--- config.mk ---
export PLATFORM = sky130hd
export DESIGN_NAME = fro_exec
export DESIGN_NICKNAME = d
export VERILOG_FILES = /design/src/core/fro_pkg.sv /design/src/core/fro_exec.sv
export VERILOG_INCLUDE_DIRS = /design/src /design/src/core
export SDC_FILE = /design/constraint.sdc
export NUM_CORES = 1
export LEC_CHECK = 0
export ABC_AREA = 1
export CORE_MARGIN = 4
export CORE_UTILIZATION = 35
export DETAILED_ROUTE_END_ITERATION = 16
export DONT_BUFFER_PORTS = 1
export PLACE_DENSITY = 0.56
export SLEW_MARGIN = 30
export SYNTH_ARGS = -nofsm -noshare
export SYNTH_HDL_FRONTEND = slang
export SYNTH_SLANG_ARGS = --single-unit
--- constraint.sdc ---
create_clock -name ref_clk -period 1.55 [get_ports ref_clk]
set_input_delay 0.155 -clock ref_clk [delete_from_list [all_inputs] [get_ports ref_clk]]
set_output_delay 0.155 -clock ref_clk [all_outputs]
set_load 0.02 [all_outputs]
--- src/core/fro_defs.svh ---
// Constants for the file-register operation and call-through-working-register executor
`ifndef FRO_DEFS_SVH
`define FRO_DEFS_SVH
`define FRO_DATA_W 8
`define FRO_ADDR_W 7
`define FRO_PC_W 15
`define FRO_PC_LO_MSB 7
`define FRO_PC_HI_LSB 8
`define FRO_LATCH_HI_MSB 6
`define FRO_W_RESET 8'h00
`define FRO_Z_RESET 1'b0
`define FRO_PC_RESET 15'h0000
`define FRO_ZERO_BYTE 8'h00
`define FRO_ONE_BYTE 8'h01
`define FRO_ONE_PC 15'h0001
`define FRO_DEST_W 1'b0
`define FRO_DEST_F 1'b1
`endif

--- src/core/fro_pkg.sv ---
// Types for the file-register operation and call-through-working-register executor
package fro_pkg;
    // Operation selected by the instruction decode ahead of this block
    typedef enum logic [2:0] {
        FRO_OP_NONE = 3'h0,
        FRO_OP_CALL_VIA_WORKING_REG = 3'h1,
        FRO_OP_COMPLEMENT_FILE = 3'h2,
        FRO_OP_CLEAR_FILE = 3'h3,
        FRO_OP_DECREMENT_FILE = 3'h4,
        FRO_OP_CLEAR_WORKING_REG = 3'h5,
        FRO_OP_DECREMENT_SKIP_ZERO = 3'h6,
        FRO_OP_INCREMENT_SKIP_ZERO = 3'h7
    } fro_op_type;

    // Executor phase: idle/first cycle, then second cycle of a two-cycle instruction
    typedef enum logic [1:0] {
        FRO_ST_EXEC = 2'b00,
        FRO_ST_SECOND = 2'b01
    } fro_state_type;

    // One issued instruction
    typedef struct packed {
        fro_op_type op;
        logic [6:0] file_addr;
        logic dest_f;
    } fro_instr_type;

    // File register write request
    typedef struct packed {
        logic en;
        logic [6:0] addr;
        logic [7:0] data;
    } fro_file_wr_type;

    // Return stack push request
    typedef struct packed {
        logic en;
        logic [14:0] addr;
    } fro_push_type;
endpackage : fro_pkg

--- src/core/fro_exec.sv ---
// Executor for file-register single-operand ops, skip forms and call through working reg
// Functional notes
// - Call via working reg pushes next address onto return stack, flags untouched.
// - Call then loads working reg into counter 7:0, page latch 6:0 into 14:8.
// - Call via working reg takes two instruction cycles.
// - Complement inverts file, updates zero flag, dest 0 to working reg, 1 to file.
// - Clear file writes 00h to the file register and sets zero flag.
// - Decrement subtracts one, updates zero flag, dest selects working reg or file.
// - Clear working reg loads 00h into working reg and sets zero flag.
// - Decrement-skip subtracts one, routes result by dest, flags untouched.
// - Zero decrement-skip result discards next instruction, runs a no-op instead.
// - Increment-skip adds one, routes result by dest, flags untouched.
// - Zero increment-skip result replaces next instruction by no-op, two cycles.
`timescale 1ns/1ns
`include "fro_defs.svh"
////////////////////////////////////////////////////////////////////////////////
// Interface and timing notes
// Issue side:
// - The decoder offers one instruction per cycle on instr with instr_valid high.
// - An offer is taken on the rising edge where instr_valid is high and busy is low.
// - An offer made while busy is high is dropped without any indication.
// - The decoder must therefore hold off for one cycle after a call or a taken skip.
// Operand side:
// - file_rd_data is the content of instr.file_addr in the same cycle as the offer.
// - The data memory reads combinationally; this block adds no read latency.
// - The page latch is sampled only on the edge that takes a call.
// Answer timing:
// - Every effect of a taken instruction shows one cycle after the taking edge.
// - working_reg and zero_flag then stand until the next take; a taken skip moves program_counter once more.
// - file_wr.en and return_stack_push.en are one-cycle pulses.
// - file_wr.addr follows the operand every cycle; only the strobe gives it meaning.
// - busy and skip_next stand for exactly one cycle.
// Two-cycle forms:
// - A call always spends one extra cycle with busy high and skip_next low.
// - A skip whose result is zero spends one extra cycle with busy and skip_next high.
// - A skip with a nonzero result finishes in one cycle like any plain file op.
// Program counter model:
// - The counter advances by one for each instruction taken other than a call.
// - A skipped slot advances it once more, since that address is fetched and dropped.
// - A call jumps straight to its target and holds there through its second cycle.
// - The pushed return address is the counter plus one at the taking edge.
// Flag model:
// - Only complement, decrement, clear file and clear working reg touch the flag.
// - Call and both skip forms leave the flag as it was; loops rely on that.
// - Clear file ignores the destination select and always writes the file.
// Limitations:
// - Data bank selection is outside this block; the address is the 7-bit offset only.
// - The return stack depth and overflow are handled by the stack itself.
// - Other instructions of the set are decoded elsewhere and never reach this block.
// - Op code NONE only advances the counter; any idle cycle leaves working_reg and zero_flag untouched.
// Trade-offs:
// - All outputs are registered, which costs one cycle of answer latency.
// - In exchange the memory and stack see clean strobes with no decode glitches.
// - Skip decisions use the combinational result, so the operand path is the long one.
// Reset:
// - An asynchronous low on rst_n clears every output and the phase state.
// - The first instruction may be offered on the first edge after release.

module fro_exec #(
    parameter int DATA_W = `FRO_DATA_W,
    parameter int PC_W = `FRO_PC_W
) (
    input wire logic ref_clk,
    input wire logic rst_n,
    input wire logic instr_valid,
    input fro_pkg::fro_instr_type instr,
    input wire logic [DATA_W-1:0] file_rd_data,
    input wire logic [6:0] program_page_latch,
    output fro_pkg::fro_file_wr_type file_wr,
    output fro_pkg::fro_push_type return_stack_push,
    output logic [PC_W-1:0] program_counter,
    output logic [DATA_W-1:0] working_reg,
    output logic zero_flag,
    output logic busy,
    output logic skip_next
);

    ////////////////////////////////////////////////////////////////////////////////
    // Registers behind the outputs
    fro_pkg::fro_file_wr_type file_wr_reg;
    fro_pkg::fro_push_type push_reg;
    logic [PC_W-1:0] pc_reg;
    logic [DATA_W-1:0] w_reg;
    logic z_reg;
    logic skip_reg;
    logic busy_reg;
    fro_pkg::fro_state_type state_reg;
    fro_pkg::fro_state_type state_next;

    ////////////////////////////////////////////////////////////////////////////////
    // Datapath
    logic take;
    logic [DATA_W-1:0] inc_val;
    logic [DATA_W-1:0] dec_val;
    logic [DATA_W-1:0] com_val;
    logic [PC_W-1:0] pc_plus_one;
    logic [PC_W-1:0] call_target;

    // An instruction is accepted only in the first phase; the decoder holds off while busy
    assign take = instr_valid && (state_reg == fro_pkg::FRO_ST_EXEC);
    assign inc_val = file_rd_data + `FRO_ONE_BYTE;
    assign dec_val = file_rd_data - `FRO_ONE_BYTE;
    // Complement is a per-bit inversion of the file operand
    genvar bit_idx;
    generate
        for (bit_idx = 0; bit_idx < DATA_W; bit_idx++) begin : g_com_bit
            assign com_val[bit_idx] = ~file_rd_data[bit_idx];
        end
    endgenerate
    assign pc_plus_one = pc_reg + `FRO_ONE_PC;
    // Low byte from working reg, high bits from page latch
    assign call_target = {program_page_latch[`FRO_LATCH_HI_MSB:0], w_reg};

    ////////////////////////////////////////////////////////////////////////////////
    // Phase sequencing: second cycle for the call and for a taken skip
    always_comb begin
        state_next = fro_pkg::FRO_ST_EXEC;
        if (take) begin
            case (instr.op)
                fro_pkg::FRO_OP_CALL_VIA_WORKING_REG: begin
                    state_next = fro_pkg::FRO_ST_SECOND;
                end
                fro_pkg::FRO_OP_DECREMENT_SKIP_ZERO: begin
                    if (dec_val == `FRO_ZERO_BYTE) begin
                        state_next = fro_pkg::FRO_ST_SECOND;
                    end
                end
                fro_pkg::FRO_OP_INCREMENT_SKIP_ZERO: begin
                    if (inc_val == `FRO_ZERO_BYTE) begin
                        state_next = fro_pkg::FRO_ST_SECOND;
                    end
                end
                default: begin
                    state_next = fro_pkg::FRO_ST_EXEC;
                end
            endcase
        end
    end

    always_ff @(posedge ref_clk or negedge rst_n) begin
        if (!rst_n) begin
            state_reg <= fro_pkg::FRO_ST_EXEC;
        end else begin
            state_reg <= state_next;
        end
    end

    // Busy registered on its own so the port comes straight from a flip-flop
    always_ff @(posedge ref_clk or negedge rst_n) begin
        if (!rst_n) begin
            busy_reg <= 1'b0;
        end else begin
            busy_reg <= (state_next == fro_pkg::FRO_ST_SECOND);
        end
    end

    // Busy flags the second cycle; skip marks it as the no-op that replaces a fetch
    always_ff @(posedge ref_clk or negedge rst_n) begin
        if (!rst_n) begin
            skip_reg <= 1'b0;
        end else begin
            skip_reg <= take && (state_next == fro_pkg::FRO_ST_SECOND)
                && (instr.op != fro_pkg::FRO_OP_CALL_VIA_WORKING_REG);
        end
    end

    ////////////////////////////////////////////////////////////////////////////////
    // Program counter: advance per instruction, jump on the call
    always_ff @(posedge ref_clk or negedge rst_n) begin
        if (!rst_n) begin
            pc_reg <= `FRO_PC_RESET;
        end else if (take && instr.op == fro_pkg::FRO_OP_CALL_VIA_WORKING_REG) begin
            pc_reg <= call_target;
        end else if (take || state_reg == fro_pkg::FRO_ST_SECOND) begin
            // Skipped slot still consumes the discarded address
            pc_reg <= (state_reg == fro_pkg::FRO_ST_SECOND && !skip_reg) ? pc_reg
                : pc_plus_one;
        end
    end

    // Return address pushed in the same cycle the call is taken
    always_ff @(posedge ref_clk or negedge rst_n) begin
        if (!rst_n) begin
            push_reg <= '0;
        end else begin
            push_reg.en <= take && instr.op == fro_pkg::FRO_OP_CALL_VIA_WORKING_REG;
            push_reg.addr <= pc_plus_one;
        end
    end

    ////////////////////////////////////////////////////////////////////////////////
    // Working register: written by clear working reg and by file ops aimed at it
    always_ff @(posedge ref_clk or negedge rst_n) begin
        if (!rst_n) begin
            w_reg <= `FRO_W_RESET;
        end else if (take) begin
            case (instr.op)
                fro_pkg::FRO_OP_COMPLEMENT_FILE: begin
                    if (instr.dest_f == `FRO_DEST_W) begin
                        w_reg <= com_val;
                    end
                end
                fro_pkg::FRO_OP_DECREMENT_FILE,
                fro_pkg::FRO_OP_DECREMENT_SKIP_ZERO: begin
                    if (instr.dest_f == `FRO_DEST_W) begin
                        w_reg <= dec_val;
                    end
                end
                fro_pkg::FRO_OP_INCREMENT_SKIP_ZERO: begin
                    if (instr.dest_f == `FRO_DEST_W) begin
                        w_reg <= inc_val;
                    end
                end
                fro_pkg::FRO_OP_CLEAR_WORKING_REG: begin
                    w_reg <= `FRO_ZERO_BYTE;
                end
                default: begin
                    w_reg <= w_reg;
                end
            endcase
        end
    end

    // File write: one-cycle strobe; address tracks the operand so no extra mux is needed
    always_ff @(posedge ref_clk or negedge rst_n) begin
        if (!rst_n) begin
            file_wr_reg <= '0;
        end else begin
            file_wr_reg.en <= 1'b0;
            file_wr_reg.addr <= instr.file_addr;
            if (take) begin
                case (instr.op)
                    fro_pkg::FRO_OP_COMPLEMENT_FILE: begin
                        if (instr.dest_f == `FRO_DEST_F) begin
                            file_wr_reg.en <= 1'b1;
                            file_wr_reg.data <= com_val;
                        end
                    end
                    fro_pkg::FRO_OP_CLEAR_FILE: begin
                        file_wr_reg.en <= 1'b1;
                        file_wr_reg.data <= `FRO_ZERO_BYTE;
                    end
                    fro_pkg::FRO_OP_DECREMENT_FILE,
                    fro_pkg::FRO_OP_DECREMENT_SKIP_ZERO: begin
                        if (instr.dest_f == `FRO_DEST_F) begin
                            file_wr_reg.en <= 1'b1;
                            file_wr_reg.data <= dec_val;
                        end
                    end
                    fro_pkg::FRO_OP_INCREMENT_SKIP_ZERO: begin
                        if (instr.dest_f == `FRO_DEST_F) begin
                            file_wr_reg.en <= 1'b1;
                            file_wr_reg.data <= inc_val;
                        end
                    end
                    default: begin
                        file_wr_reg.en <= 1'b0;
                    end
                endcase
            end
        end
    end

    ////////////////////////////////////////////////////////////////////////////////
    // Zero flag: only the plain file ops and clear working reg touch it; call and skip forms leave it alone
    always_ff @(posedge ref_clk or negedge rst_n) begin
        if (!rst_n) begin
            z_reg <= `FRO_Z_RESET;
        end else if (take) begin
            case (instr.op)
                fro_pkg::FRO_OP_COMPLEMENT_FILE: begin
                    z_reg <= (com_val == `FRO_ZERO_BYTE);
                end
                fro_pkg::FRO_OP_DECREMENT_FILE: begin
                    z_reg <= (dec_val == `FRO_ZERO_BYTE);
                end
                fro_pkg::FRO_OP_CLEAR_FILE,
                fro_pkg::FRO_OP_CLEAR_WORKING_REG: begin
                    z_reg <= 1'b1;
                end
                default: begin
                    z_reg <= z_reg;
                end
            endcase
        end
    end

    ////////////////////////////////////////////////////////////////////////////////
    // Outputs straight from flip-flops
    assign file_wr = file_wr_reg;
    assign return_stack_push = push_reg;
    assign program_counter = pc_reg;
    assign working_reg = w_reg;
    assign zero_flag = z_reg;
    assign busy = busy_reg;
    assign skip_next = skip_reg;

endmodule : fro_exec

== Word-level counts from Yosys, hierarchy flattened ==
Index checks and enable logic that the tools add are counted.

* Mux-type cells: 19
* Bitwise operators: 8
* Reductions and logical operators: 22
* Equal/unequal tests: 17
* Add/sub/neg operators: 3

{| class="wikitable"
|+ Operators by type and width
! operator !! number
|-
| $pmux W8 S4 || 2
|-
| $mux W8 || 6
|-
| $mux W15 || 3
|-
| $logic_not A8 Y1 || 3
|-
| $add A15 B1 Y15 const B || 1
|-
| $ne A2 B2 Y1 const B || 7
|-
| $eq A3 B3 Y1 const B || 4
|-
| $reduce_and A5 Y1 || 2
|-
| $add A8 B1 Y8 const B || 1
|-
| $not A1 Y1 || 8
|-
| $reduce_bool A4 Y1 || 2
|-
| $sub A8 B1 Y8 const B || 1
|-
| $eq A3 B2 Y1 const B || 2
|-
| $pmux W2 S3 || 1
|-
| $logic_and A1 B1 Y1 || 5
|-
| $eq A2 B1 Y1 const B || 2
|-
| $mux W1 || 4
|-
| $reduce_and A2 Y1 || 2
|-
| $reduce_or A2 Y1 || 2
|-
| $reduce_or A4 Y1 || 1
|-
| $eq A3 B1 Y1 const B || 1
|-
| $ne A3 B1 Y1 const B || 1
|-
| $pmux W1 S3 || 1
|-
| $reduce_bool A3 Y1 || 1
|-
| 6 further kinds || 6
|}

* Flip-flop bits (word level): 60
* Input bits: 29
* Logic and storage cells: 80
* Output and inout port bits: 58

== Longest topological paths before layout ==
Gate-level depths: netlist of run 1.

* Depth in word-level cells: 8
* Depth in mapped cells: 12
* Gate-level depth less buffers: 12

== Worst setup path after synthesis of run 1 ==
No wires, ideal clock.

* Kind: flip-flop to flip-flop
* Start point: register pc_reg[1], in the netlist program_counter[1]
* End point: register pc_reg[12], in the netlist program_counter[12]
* Clock period less this slack: 1.578 ns
* Arrival time: 1.455 ns
* Path buffers: 0
* Setup slack: -0.028 ns
* Data required time: 1.427 ns
* Stages on the path, launching flop included: 9
* Library setup time: 0.123 ns
* Path through: dfrtp_1 ha_1 nand3_1 nor2_1 nand2_1 o21ai_0 nand2_1 nor2_1 o21ai_1

* Longest elaborated chain between the ends: 4

{| class="wikitable"
|+ RTL lines
! what !! RTL line !! RTL
|-
| start: declaration || fro_exec.sv:82 || <nowiki>logic [PC_W-1:0] pc_reg;</nowiki>
|-
| start signal: assignment || fro_exec.sv:171 || <nowiki>pc_reg <= `FRO_PC_RESET;</nowiki>
|-
| start signal: assignment || fro_exec.sv:173 || <nowiki>pc_reg <= call_target;</nowiki>
|-
| start signal: assignment || fro_exec.sv:176 || <nowiki>pc_reg <= (state_reg == fro_pkg::FRO_ST_SECOND && !skip_reg) ? pc_reg</nowiki>
|-
| $add A15 B1 Y15 (no source line) || - ||
|-
| named net pc_plus_one[12] || fro_exec.sv:96 || <nowiki>logic [PC_W-1:0] pc_plus_one;</nowiki>
|-
| $mux W15 || fro_exec.sv:176 ||
|-
| $mux W15 || fro_exec.sv:174 || <nowiki>end else if (take || state_reg == fro_pkg::FRO_ST_SECOND) begin</nowiki>
|-
| $mux W15 || fro_exec.sv:172 || <nowiki>end else if (take && instr.op == fro_pkg::FRO_OP_CALL_VIA_WORKING_REG) begin</nowiki>
|}

The timed path passes the listed nets, and every way through them passes these cells. The select of a mux whose other input is x is not followed.
A chain may end at the register's enable or synchronous reset.

==> results of run 1 <==
[area by class of cell]
type | count | area [um2]
fillers | 805 | 4630
multi-input cells | 239 | 1360
inverters | 53 | 204
well taps | 105 | 131
flip-flops and latches | 58 | 1460
repair buffers | 39 | 347
clock inverters | 5 | 30.0
clock buffers | 11 | 141
[critical path: stages, from the launching register on]
cell	delay [ns]
dfrtp_1	0.38
nor2_2	0.14
a21oi_1	0.08
inv_2	0.36
o21ai_0	0.24
o22ai_1	0.20
[cell families after synthesis]
family          Yosys count  synth area share
flops                    58             0.480
xor+xnor                 15            0.0434
fa+ha+maj                 5            0.0207
buf+inv                  61            0.0877
compound gates           72             0.143
simple gates            147             0.225
[layer usage]
| metal | vias up | part of all wire | wire (um) |
|---|---|---|---|
| met4 | 0 | 0.016 | 124 |
| met5 | - | 0 | 0 |
| met3 | 11 | 0.092 | 709 |
| li1 | 1247 | - | - |
| met1 | 1160 | 0.40 | 3100 |
| met2 | 92 | 0.49 | 3790 |
[stage by stage]
| step | hold WS [ns] | setup slack [ns] | utilization | instances |
|---|---|---|---|---|
| 2_1_floorplan | -0.141 | 0.0526 | - | 358 |
| 3_3_place_gp | -0.139 | 0.0611 | 0.396 | 480 |
| 3_5_place_dp | -0.139 | 0.0292 | 0.396 | 480 |
| 4_1_cts | 0.0306 | 0.000504 | 0.434 | 509 |
| 5_1_grt | 0.0527 | -0.0134 | 0.442 | 510 |
| 6_report | 0.0467 | 0.0632 | 0.442 | 510 |
[synthesized netlist by cell type]
library cell,n,area [um2]
nand2_1,68,255
dfrtp_1,58,1450
inv_1,44,165
nor2_1,32,120
o21ai_1,18,90.1
o21ai_0,17,85.1
nand3_1,16,80.1
xor2_1,14,123
o22ai_1,12,75.1
a21oi_1,11,55.1
nor2_2,8,50.1
nor3_1,8,40.0
inv_2,7,26.3
ha_1,5,62.6
nand4_1,5,31.3
o21ai_2,5,43.8
buf_2,4,20.0
nand2_2,4,25.0
buf_6,3,33.8
a22oi_1,2,15.0
inv_4,2,12.5
nor2_4,2,22.5
nor2_8,2,40.0
o211ai_2,2,25.0
a22o_1,1,8.76
a2bb2oi_1,1,8.76
a31oi_1,1,6.26
and2_1,1,6.26
buf_4,1,7.51
nand3_2,1,10.0
o211ai_1,1,7.51
o22ai_2,1,12.5
xnor2_1,1,8.76
[path summary, 6_finish.rpt]
check / startpoint / to / cells past startpoint
hold / removal: instr[9] / zero_flag / 3
min in group asynchronous: rst_n / return_stack_push[14] / 2
setup / recovery: busy / program_counter[6] / 5
max in group asynchronous: rst_n / file_wr[1] / 2
setup reg to reg: busy / program_counter[6] / 5
hold reg to reg: program_counter[1] / return_stack_push[1] / 1
[power breakdown]
part / switching (uW) / leakage (uW) / internal, uW / total [uW]
sequential: 549 / 0.000715 / 1850 / 2400
combinational: 718 / 0.000965 / 477 / 1200
clock: 596 / 0.0000851 / 615 / 1210
[repair_timing]
| action | CTS | global route |
|---|---|---|
| gates resized for setup | 0 | 13 |
| hold endpoints to repair | 69 | 0 |
| endpoints found under the setup margin | 0 | 8 |
| setup buffers | 0 | 1 |
| hold buffers | 13 | 0 |
==> impl_metrics.env, run 1 <==
export IMPL_run_status="finished clean"
export IMPL_grt_use_total=0.160
export IMPL_synth_seq_cells=58
export IMPL_io_pins=87
export IMPL_grt_pass1_wl_mm=12.9
export IMPL_slew_viol_final=0
export IMPL_die_y_um=101
export IMPL_final_cell_mix="nand2_1 (66), dfrtp_1 (55), inv_1 (44)"
export IMPL_first_global_vias=2594
export IMPL_initial_core_util=0.364
export IMPL_cts_max_level=3
export IMPL_crit_path_end_kind="flip-flop"
export IMPL_via_per_inst=4.92
export IMPL_max_vdd_ir_drop_mv=0.570
export IMPL_routedWlPerCell_um=15.1
export IMPL_antenna_found_initial=0
export IMPL_max_cap_viol_count=0
export IMPL_seq_area_frac_synth=0.480
export IMPL_dpl_cell_area_um2=3280
export IMPL_nNetsFinal=434
export IMPL_worstPathArrival_ns=1.73
export IMPL_yosysWarnings=0
export IMPL_remaining_drc_errors=0
export IMPL_routed_wl_mm=7.72
export IMPL_synth_cell_area_um2=3020
export IMPL_min_period_over_period=0.959
export IMPL_num_antenna_cells=0
export IMPL_grt_ovfl_total=0
export IMPL_critPathLaunchType="flip-flop"
export IMPL_power_uw=4800
export IMPL_drive_gt1_frac=0.212
export IMPL_final_common_cell="nand2_1"
export IMPL_powerDensity_nw_per_um2=1310
export IMPL_worstPathMaxFanout=26
export IMPL_clk_latency_ns=0.33
export IMPL_grt_busiest_layer="met2"
export IMPL_drtAntennaViolNets=0
export IMPL_coreArea_um2=8300
export IMPL_place_congestion=0.864
export IMPL_use_met1=0.191
export IMPL_rows=33
export IMPL_drt_initial_drc_count=59
export IMPL_min_path_type="in -> reg"
export IMPL_syn_avg_cell_area_um2=8.45
export IMPL_critPathRequiredTime_ns=1.79
export IMPL_cts_max_path_buffers=2
export IMPL_synth_cell_type_count=33
export IMPL_crit_type="reg -> reg"
export IMPL_cts_buffers_inserted=9
export IMPL_synth_nets=392
export IMPL_hold_viol=0
export IMPL_max_slew_margin=0.688
export IMPL_port_buffers=0
export IMPL_area_growth_pct=21.3
export IMPL_postLayoutCellArea_um2=3670
export IMPL_tightest_slew_ns=0.467
export IMPL_cts_clk_slew_worst_paths_ns=0.07
export IMPL_leakage_uw=0.00177
export IMPL_dp_final_hpwl_mm=5.70
export IMPL_clock_sinks=58
export IMPL_r2r_setup_slack_ns=0.06
export IMPL_finalSetupViolations=0
export IMPL_gr_usage_met2=0.269
export IMPL_syn_inst=358
export IMPL_cts_tree="built"
export IMPL_fmax_mhz=673
export IMPL_via_count=2510
export IMPL_met3_usage=0.0540
export IMPL_timing_setup_tns_ns=0
export IMPL_first_pass_iters=4
export IMPL_grt_setup_unrepaired="true"
export IMPL_root_buffer="clkbuf_8"
export IMPL_clock_skew_ns=0.00963
export IMPL_fin_crit_ns=1.49
export IMPL_grt_max_degree=59
export IMPL_die_w_um=101
export IMPL_dieArea_um2=10200
Power figures use the tool's default switching activity.
==> run 2, diff against run 1 <==
--- a/config.mk
+++ b/config.mk
@@ -6,12 +6,12 @@
 export SDC_FILE = /design/constraint.sdc
 export NUM_CORES = 1
 export LEC_CHECK = 0
-export ABC_AREA = 1
 export CORE_MARGIN = 4
 export CORE_UTILIZATION = 35
 export DETAILED_ROUTE_END_ITERATION = 16
 export DONT_BUFFER_PORTS = 1
 export PLACE_DENSITY = 0.56
+export SETUP_SLACK_MARGIN = 0.05
 export SLEW_MARGIN = 30
 export SYNTH_ARGS = -nofsm -noshare
 export SYNTH_HDL_FRONTEND = slang
==> run 2 against run 1 <==
Effect of this change:
- the run now ends with negative hold slack, negative setup slack left
- sequential cell count unchanged
- non-clock buffer count increased by 11
- sequential power increased by 3%
- clock skew decreased by 0.0013 ns
- wire length increased by 8.1%
- power increased by 8.6%
- first-iteration DRC count increased by 81%
- sequential share of layout area decreased by 2.6 points
- critical endpoint is now program_counter[11]
==> impl_metrics.env, run 2 <==
export IMPL_power_uw=5220
export IMPL_final_common_cell="dfrtp_1"
export IMPL_cts_max_level=3
export IMPL_rr_worst_depth=6
export IMPL_stdcell_count=483
export IMPL_powerDensity_nw_per_um2=1320
export IMPL_crit_path_end_kind="flip-flop"
export IMPL_slew_viol_final=0
export IMPL_min_period_over_period=1.02
export IMPL_synth_cell_area_um2=3130
export IMPL_synth_cell_type_count=52
export IMPL_synth_edf_count=0
export IMPL_root_buffer="clkbuf_8"
export IMPL_num_antenna_cells=0
export IMPL_port_buffers=0
export IMPL_initial_core_util=0.359
export IMPL_worstPathArrival_ns=1.80
export IMPL_synth_area_top_cells="dfrtp_1 (46%), nor2_1 (3.8%), xnor2_1 (3.4%), a21oi_1 (3.2%), nand2_1 (3.0%)"
export IMPL_crit_type="reg -> reg"
export IMPL_critPathRequiredTime_ns=1.77
export IMPL_min_path_type="in -> async"
export IMPL_area_growth_pct=26.0
export IMPL_via_per_inst=5.52
export IMPL_cts_clk_slew_worst_paths_ns=0.06
export IMPL_fmax_mhz=633
export IMPL_synthArstFlopShare=1.00
export IMPL_whs_ns=-0.490
export IMPL_first_pass_iters=4
export IMPL_synth_seq_cells=58
export IMPL_place_congestion=0.861
export IMPL_syn_avg_cell_area_um2=9.32
export IMPL_yosysTopAreaCell="dfrtp_1"
export IMPL_grt_pass1_wl_mm=13.1
export IMPL_place_inst=452
export IMPL_max_vdd_ir_drop_mv=0.488
export IMPL_layout_setup_ws_ns=-0.0300
export IMPL_clock_sinks=58
export IMPL_dp_final_hpwl_mm=5.88
export IMPL_seq_area_frac_synth=0.463
export IMPL_dieArea_um2=10500
export IMPL_nNetsFinal=405
export IMPL_tightest_slew_ns=0.632
export IMPL_yosysWarnings=0
export IMPL_remaining_drc_errors=0
export IMPL_grt_use_total=0.160
export IMPL_cts_tree="built"
export IMPL_rows=34
export IMPL_drtAntennaViolNets=0
export IMPL_cts_buffers_inserted=9
export IMPL_synth_ff_type="dfrtp_1"
export IMPL_final_cell_mix="dfrtp_1 (50), buf_4 (36), nor2_1 (30)"
export IMPL_drive_gt1_frac=0.259
export IMPL_syn_inst=336
export IMPL_timing_setup_tns_ns=-0.0390
export IMPL_die_w_um=103
export IMPL_drt_initial_drc_count=107
export IMPL_die_y_um=103
export IMPL_coreArea_um2=8720
export IMPL_grt_setup_unrepaired="true"
export IMPL_via_count=2667
export IMPL_worstPathMaxFanout=12
export IMPL_yosysMostFrequentCell="dfrtp_1"
export IMPL_antenna_found_initial=0
export IMPL_finalSetupViolations=2
export IMPL_synth_common_cells="dfrtp_1 (58), nor2_1 (32), nand2_1 (25), a21oi_1 (20), clkbuf_1 (19)"
export IMPL_fin_crit_ns=1.58
export IMPL_synth_top_cell_area_share=0.463
export IMPL_max_slew_margin=0.579
export IMPL_max_cap_viol_count=0
export IMPL_leakage_uw=0.00162
export IMPL_synth_nets=370
export IMPL_grt_max_degree=59
export IMPL_hold_viol=59
export IMPL_clock_skew_ns=0.00834
export IMPL_routed_wl_mm=8.35
export IMPL_clk_latency_ns=0.33
export IMPL_violations="negative hold slack, negative setup slack"
export IMPL_first_global_vias=2562
export IMPL_io_pins=87
export IMPL_grt_ovfl_total=0
export IMPL_final_util=0.452
export IMPL_run_status="complete, but fails checks"
export IMPL_cts_max_path_buffers=2
export IMPL_critPathLaunchType="flip-flop"
export IMPL_routedWlPerCell_um=17.3
-- run 2: cell count changes after synthesis, sizes merged, moves of 11 or more --
cell    previous run  this run
nand2             72        25
nor2              44        32
inv               53         7
o21ai             40        18
a31oi              1        14
xnor2              1        12
clkbuf             0        19
-- run 2: kinds of logic after synthesis --
group	Yosys count	synth area share
AOI/OAI and AO/OA	92	0.191
DFF	58	0.463
and+or+nand+nor	123	0.207
xor gates and xnor gates	16	0.0447
adders and majority gates	5	0.0200
buffers and inverters	33	0.0443
muxes	9	0.0296
-- run 2: power by group --
part,internal [uW],leakage [uW],switching (uW),total [uW]
Combinational,648,0.000860,764,1410
Clock,772,0.0000962,556,1330
Sequential,1900,0.000666,577,2480
Total,3320,0.00162,1900,5220
-- run 2: worst max-delay path, cell delays in order (launching register included) --
cell and delay [ns]:
dfrtp_2 0.40, nand2b_4 0.14, or3_4 0.42, buf_12 0.18, nor2_4 0.08, a31oi_1 0.05, o22a_1 0.21
-- run 2: through the flow --
step | instance area, um2 | worst slack (ns)
floorplan | 3320 | -0.104
global placement | 3530 | -0.156
detailed placement | 3540 | -0.103
CTS | 3870 | -0.0267
global route | 3950 | -0.0492
finish | 3950 | -0.0300
-- run 2: final timing paths --
| check | slack (ns) | end | from |
|---|---|---|---|
| max | -0.03 | program_counter[11] | busy |
| min | -0.49 | program_counter[4] | rst_n |
| max reg2reg | -0.03 | program_counter[11] | busy |
| min reg2reg | 0.53 | return_stack_push[11] | program_counter[11] |
| max in group asynchronous | 1.95 | program_counter[1] | rst_n |
| min in group ref_clk | -0.02 | skip_next | instr[9] |
-- run 2: timing repair --
action,in CTS,in global routing
hold buffers,9,1
endpoints found under the setup margin,15,20
pin swaps,3,4
gates cloned,1,0
gates resized for setup,8,8
endpoints found under the hold margin,69,60
buffers inserted,1,4
-- run 2: cell type report --
class | instances | area [um2]
repair buffers | 50 | 440
clock inverters | 3 | 40.0
clock buffers | 12 | 145
flip-flops and latches | 58 | 1460
fillers | 831 | 4780
multi-input cells | 245 | 1680
well taps | 108 | 135
inverters | 7 | 41.3
-- run 2: layer usage --
layer,wire (um),up-vias,GRT usage
li1,-,1289,-
met1,3410,1278,0.199
met2,4050,88,0.265
met3,763,12,0.0426
met4,121,0,0.0605
met5,0,-,0
==> run 3, diff against run 2 <==
--- a/config.mk
+++ b/config.mk
@@ -6,12 +6,13 @@
 export SDC_FILE = /design/constraint.sdc
 export NUM_CORES = 1
 export LEC_CHECK = 0
+export ABC_CLOCK_PERIOD_IN_PS = 1550
 export CORE_MARGIN = 4
 export CORE_UTILIZATION = 35
 export DETAILED_ROUTE_END_ITERATION = 16
 export DONT_BUFFER_PORTS = 1
 export PLACE_DENSITY = 0.56
-export SETUP_SLACK_MARGIN = 0.05
+export SETUP_SLACK_MARGIN = 0.02
 export SLEW_MARGIN = 30
 export SYNTH_ARGS = -nofsm -noshare
 export SYNTH_HDL_FRONTEND = slang
==> run 3 against run 2 <==
Effect of this change:
- the run now ends clean
- clock-buffer cell count is the same
- sequential power is essentially flat
- sequential share of layout area grew 0.50 points
- largest power group unchanged
==> impl_metrics.env, run 3 (synthesis gave the netlist of run 2 again) <==
export IMPL_cts_clk_slew_worst_paths_ns=0.07
export IMPL_max_slew_margin=0.685
export IMPL_hold_viol=0
export IMPL_r2r_setup_slack_ns=0.005
export IMPL_swShare=0.366
export IMPL_antenna_found_initial=0
export IMPL_place_congestion=0.821
export IMPL_grt_max_degree=59
export IMPL_crit_type="reg -> reg"
export IMPL_min_from="file_rd_data[7]"
export IMPL_worstPathArrival_ns=1.76
export IMPL_cts_tree="built"
export IMPL_die_w_um=103
export IMPL_grt_setup_unrepaired="true"
export IMPL_final_util=0.446
export IMPL_cts_max_path_buffers=2
export IMPL_leakage_uw=0.00159
export IMPL_rows=34
export IMPL_nNetsFinal=404
export IMPL_place_inst=453
export IMPL_drive_gt1_frac=0.245
export IMPL_critPathRequiredTime_ns=1.77
export IMPL_min_path_type="in -> reg"
export IMPL_port_buffers=0
export IMPL_rr_worst_depth=6
export IMPL_crit_end="program_counter[10]"
export IMPL_layout_setup_ws_ns=0.00499
export IMPL_initial_core_util=0.359
export IMPL_via_per_inst=5.39
export IMPL_met2_length_mm=4.01
export IMPL_dr_wl_met3_um=602
export IMPL_met1_length_mm=3.58
export IMPL_cts_buffers_inserted=9
export IMPL_finalSetupViolations=0
export IMPL_fin_crit_ns=1.55
export IMPL_max_vdd_ir_drop_mv=0.523
export IMPL_final_cell_mix="dfrtp_1 (50), buf_4 (37), nor2_1 (29)"
export IMPL_slew_viol_final=0
export IMPL_first_global_vias=2542
export IMPL_coreArea_um2=8720
export IMPL_remaining_drc_errors=0
export IMPL_root_buffer="clkbuf_8"
export IMPL_pwr_share_seq=0.471
export IMPL_first_pass_iters=4
export IMPL_drt_initial_drc_count=88
export IMPL_critPathLaunchType="flip-flop"
export IMPL_p_clk_frac=0.259
export IMPL_fmax_mhz=647
export IMPL_io_pins=87
export IMPL_num_antenna_cells=0
export IMPL_cts_max_level=3
export IMPL_dp_final_hpwl_mm=5.88
export IMPL_stdcell_count=483
export IMPL_min_period_over_period=0.997
export IMPL_routedWlPerCell_um=17.0
export IMPL_clock_sinks=58
export IMPL_grt_ovfl_total=0
export IMPL_r2r_start="busy"
export IMPL_highest_layer="met4"
export IMPL_routed_wl_mm=8.23
export IMPL_worstPathMaxFanout=23
export IMPL_comb_power_share=0.270
export IMPL_p_int_uw=3340
export IMPL_drtAntennaViolNets=0
export IMPL_power_uw=5270
export IMPL_clock_skew_ns=0.0103
export IMPL_clk_latency_ns=0.33
export IMPL_die_y_um=103
export IMPL_run_status="finished clean"
export IMPL_p_switching_uw=1930
export IMPL_via_count=2603
export IMPL_tightest_slew_ns=0.473
export IMPL_startpoint="busy"
export IMPL_grt_use_total=0.159
export IMPL_crit_path_end_kind="flip-flop"
export IMPL_reg2reg_to="program_counter[10]"
export IMPL_grt_pass1_wl_mm=13.2
export IMPL_place_ws_ns=-0.0413
export IMPL_max_cap_viol_count=0
export IMPL_final_common_cell="dfrtp_1"
export IMPL_area_growth_pct=24.3
export IMPL_dieArea_um2=10500
export IMPL_powerDensity_nw_per_um2=1350
==> run 3: worst min-delay path by stage <==
| stage | slack, ns | depth (start not counted) | to |
|---|---|---|---|
| finish | 0.02 | 2 | working_reg[7] |
| detailed placement | -0.14 | 0 | return_stack_push[3] |
| global placement | -0.14 | 0 | return_stack_push[3] |
| floorplan | -0.14 | 0 | busy |
| global route | 0.004 | 2 | file_wr[3] |
| CTS | 0.004 | 2 | working_reg[7] |
==> run 3: per-layer routing <==
metal  global-route usage  vias to the layer above
met5                    0                        -
met4               0.0484                        0
met3               0.0467                        4
met2                0.264                       71
met1                0.201                     1257
li1                     -                     1271
==> run 3: power groups by stage <==
stage	Sequential (uW)	Combinational (uW)	Clock, uW
after floorplan	2680	704	0
after global placement	2520	1300	0
after detailed placement	2520	1330	0
after CTS	2490	1430	1400
after global routing	2530	1570	1500
final	2480	1420	1360
==> run 3: area by class of cell <==
| type | count | area (um2) |
|---|---|---|
| fill | 844 | 4830 |
| timing repair buffer | 49 | 425 |
| tap | 108 | 135 |
| sequential | 58 | 1460 |
| multi-input combinational | 245 | 1640 |
| clock buffer | 12 | 145 |
| clock inverter | 4 | 51.3 |
| inverter | 7 | 38.8 |
==> run 3: worst max-delay path: stages, from the launching register on <==
cell and delay (ns):
dfrtp_2 0.40, nand2b_4 0.14, or3_4 0.37, buf_12 0.17
nor2_2 0.10, a31oi_1 0.05, o22a_1 0.19
==> run 3: timing repair <==
item,4_1_cts,5_1_grt
cloned,0,0
setup buffers,2,1
hold buffers,11,0
resized for setup,2,6
pin swaps,4,2
endpoints found under the hold margin,68,0
setup endpoints to repair,7,8
==> run 3: through the flow <==
stage          area [um2]  hold WS (ns)  setup TNS, ns
2_1_floorplan        3300        -0.141         -0.871
3_3_place_gp         3520        -0.139      -0.000203
3_5_place_dp         3520        -0.139        -0.0692
4_1_cts              3870       0.00436        -0.0112
5_1_grt              3890       0.00411         -0.155
6_report             3890        0.0200              0
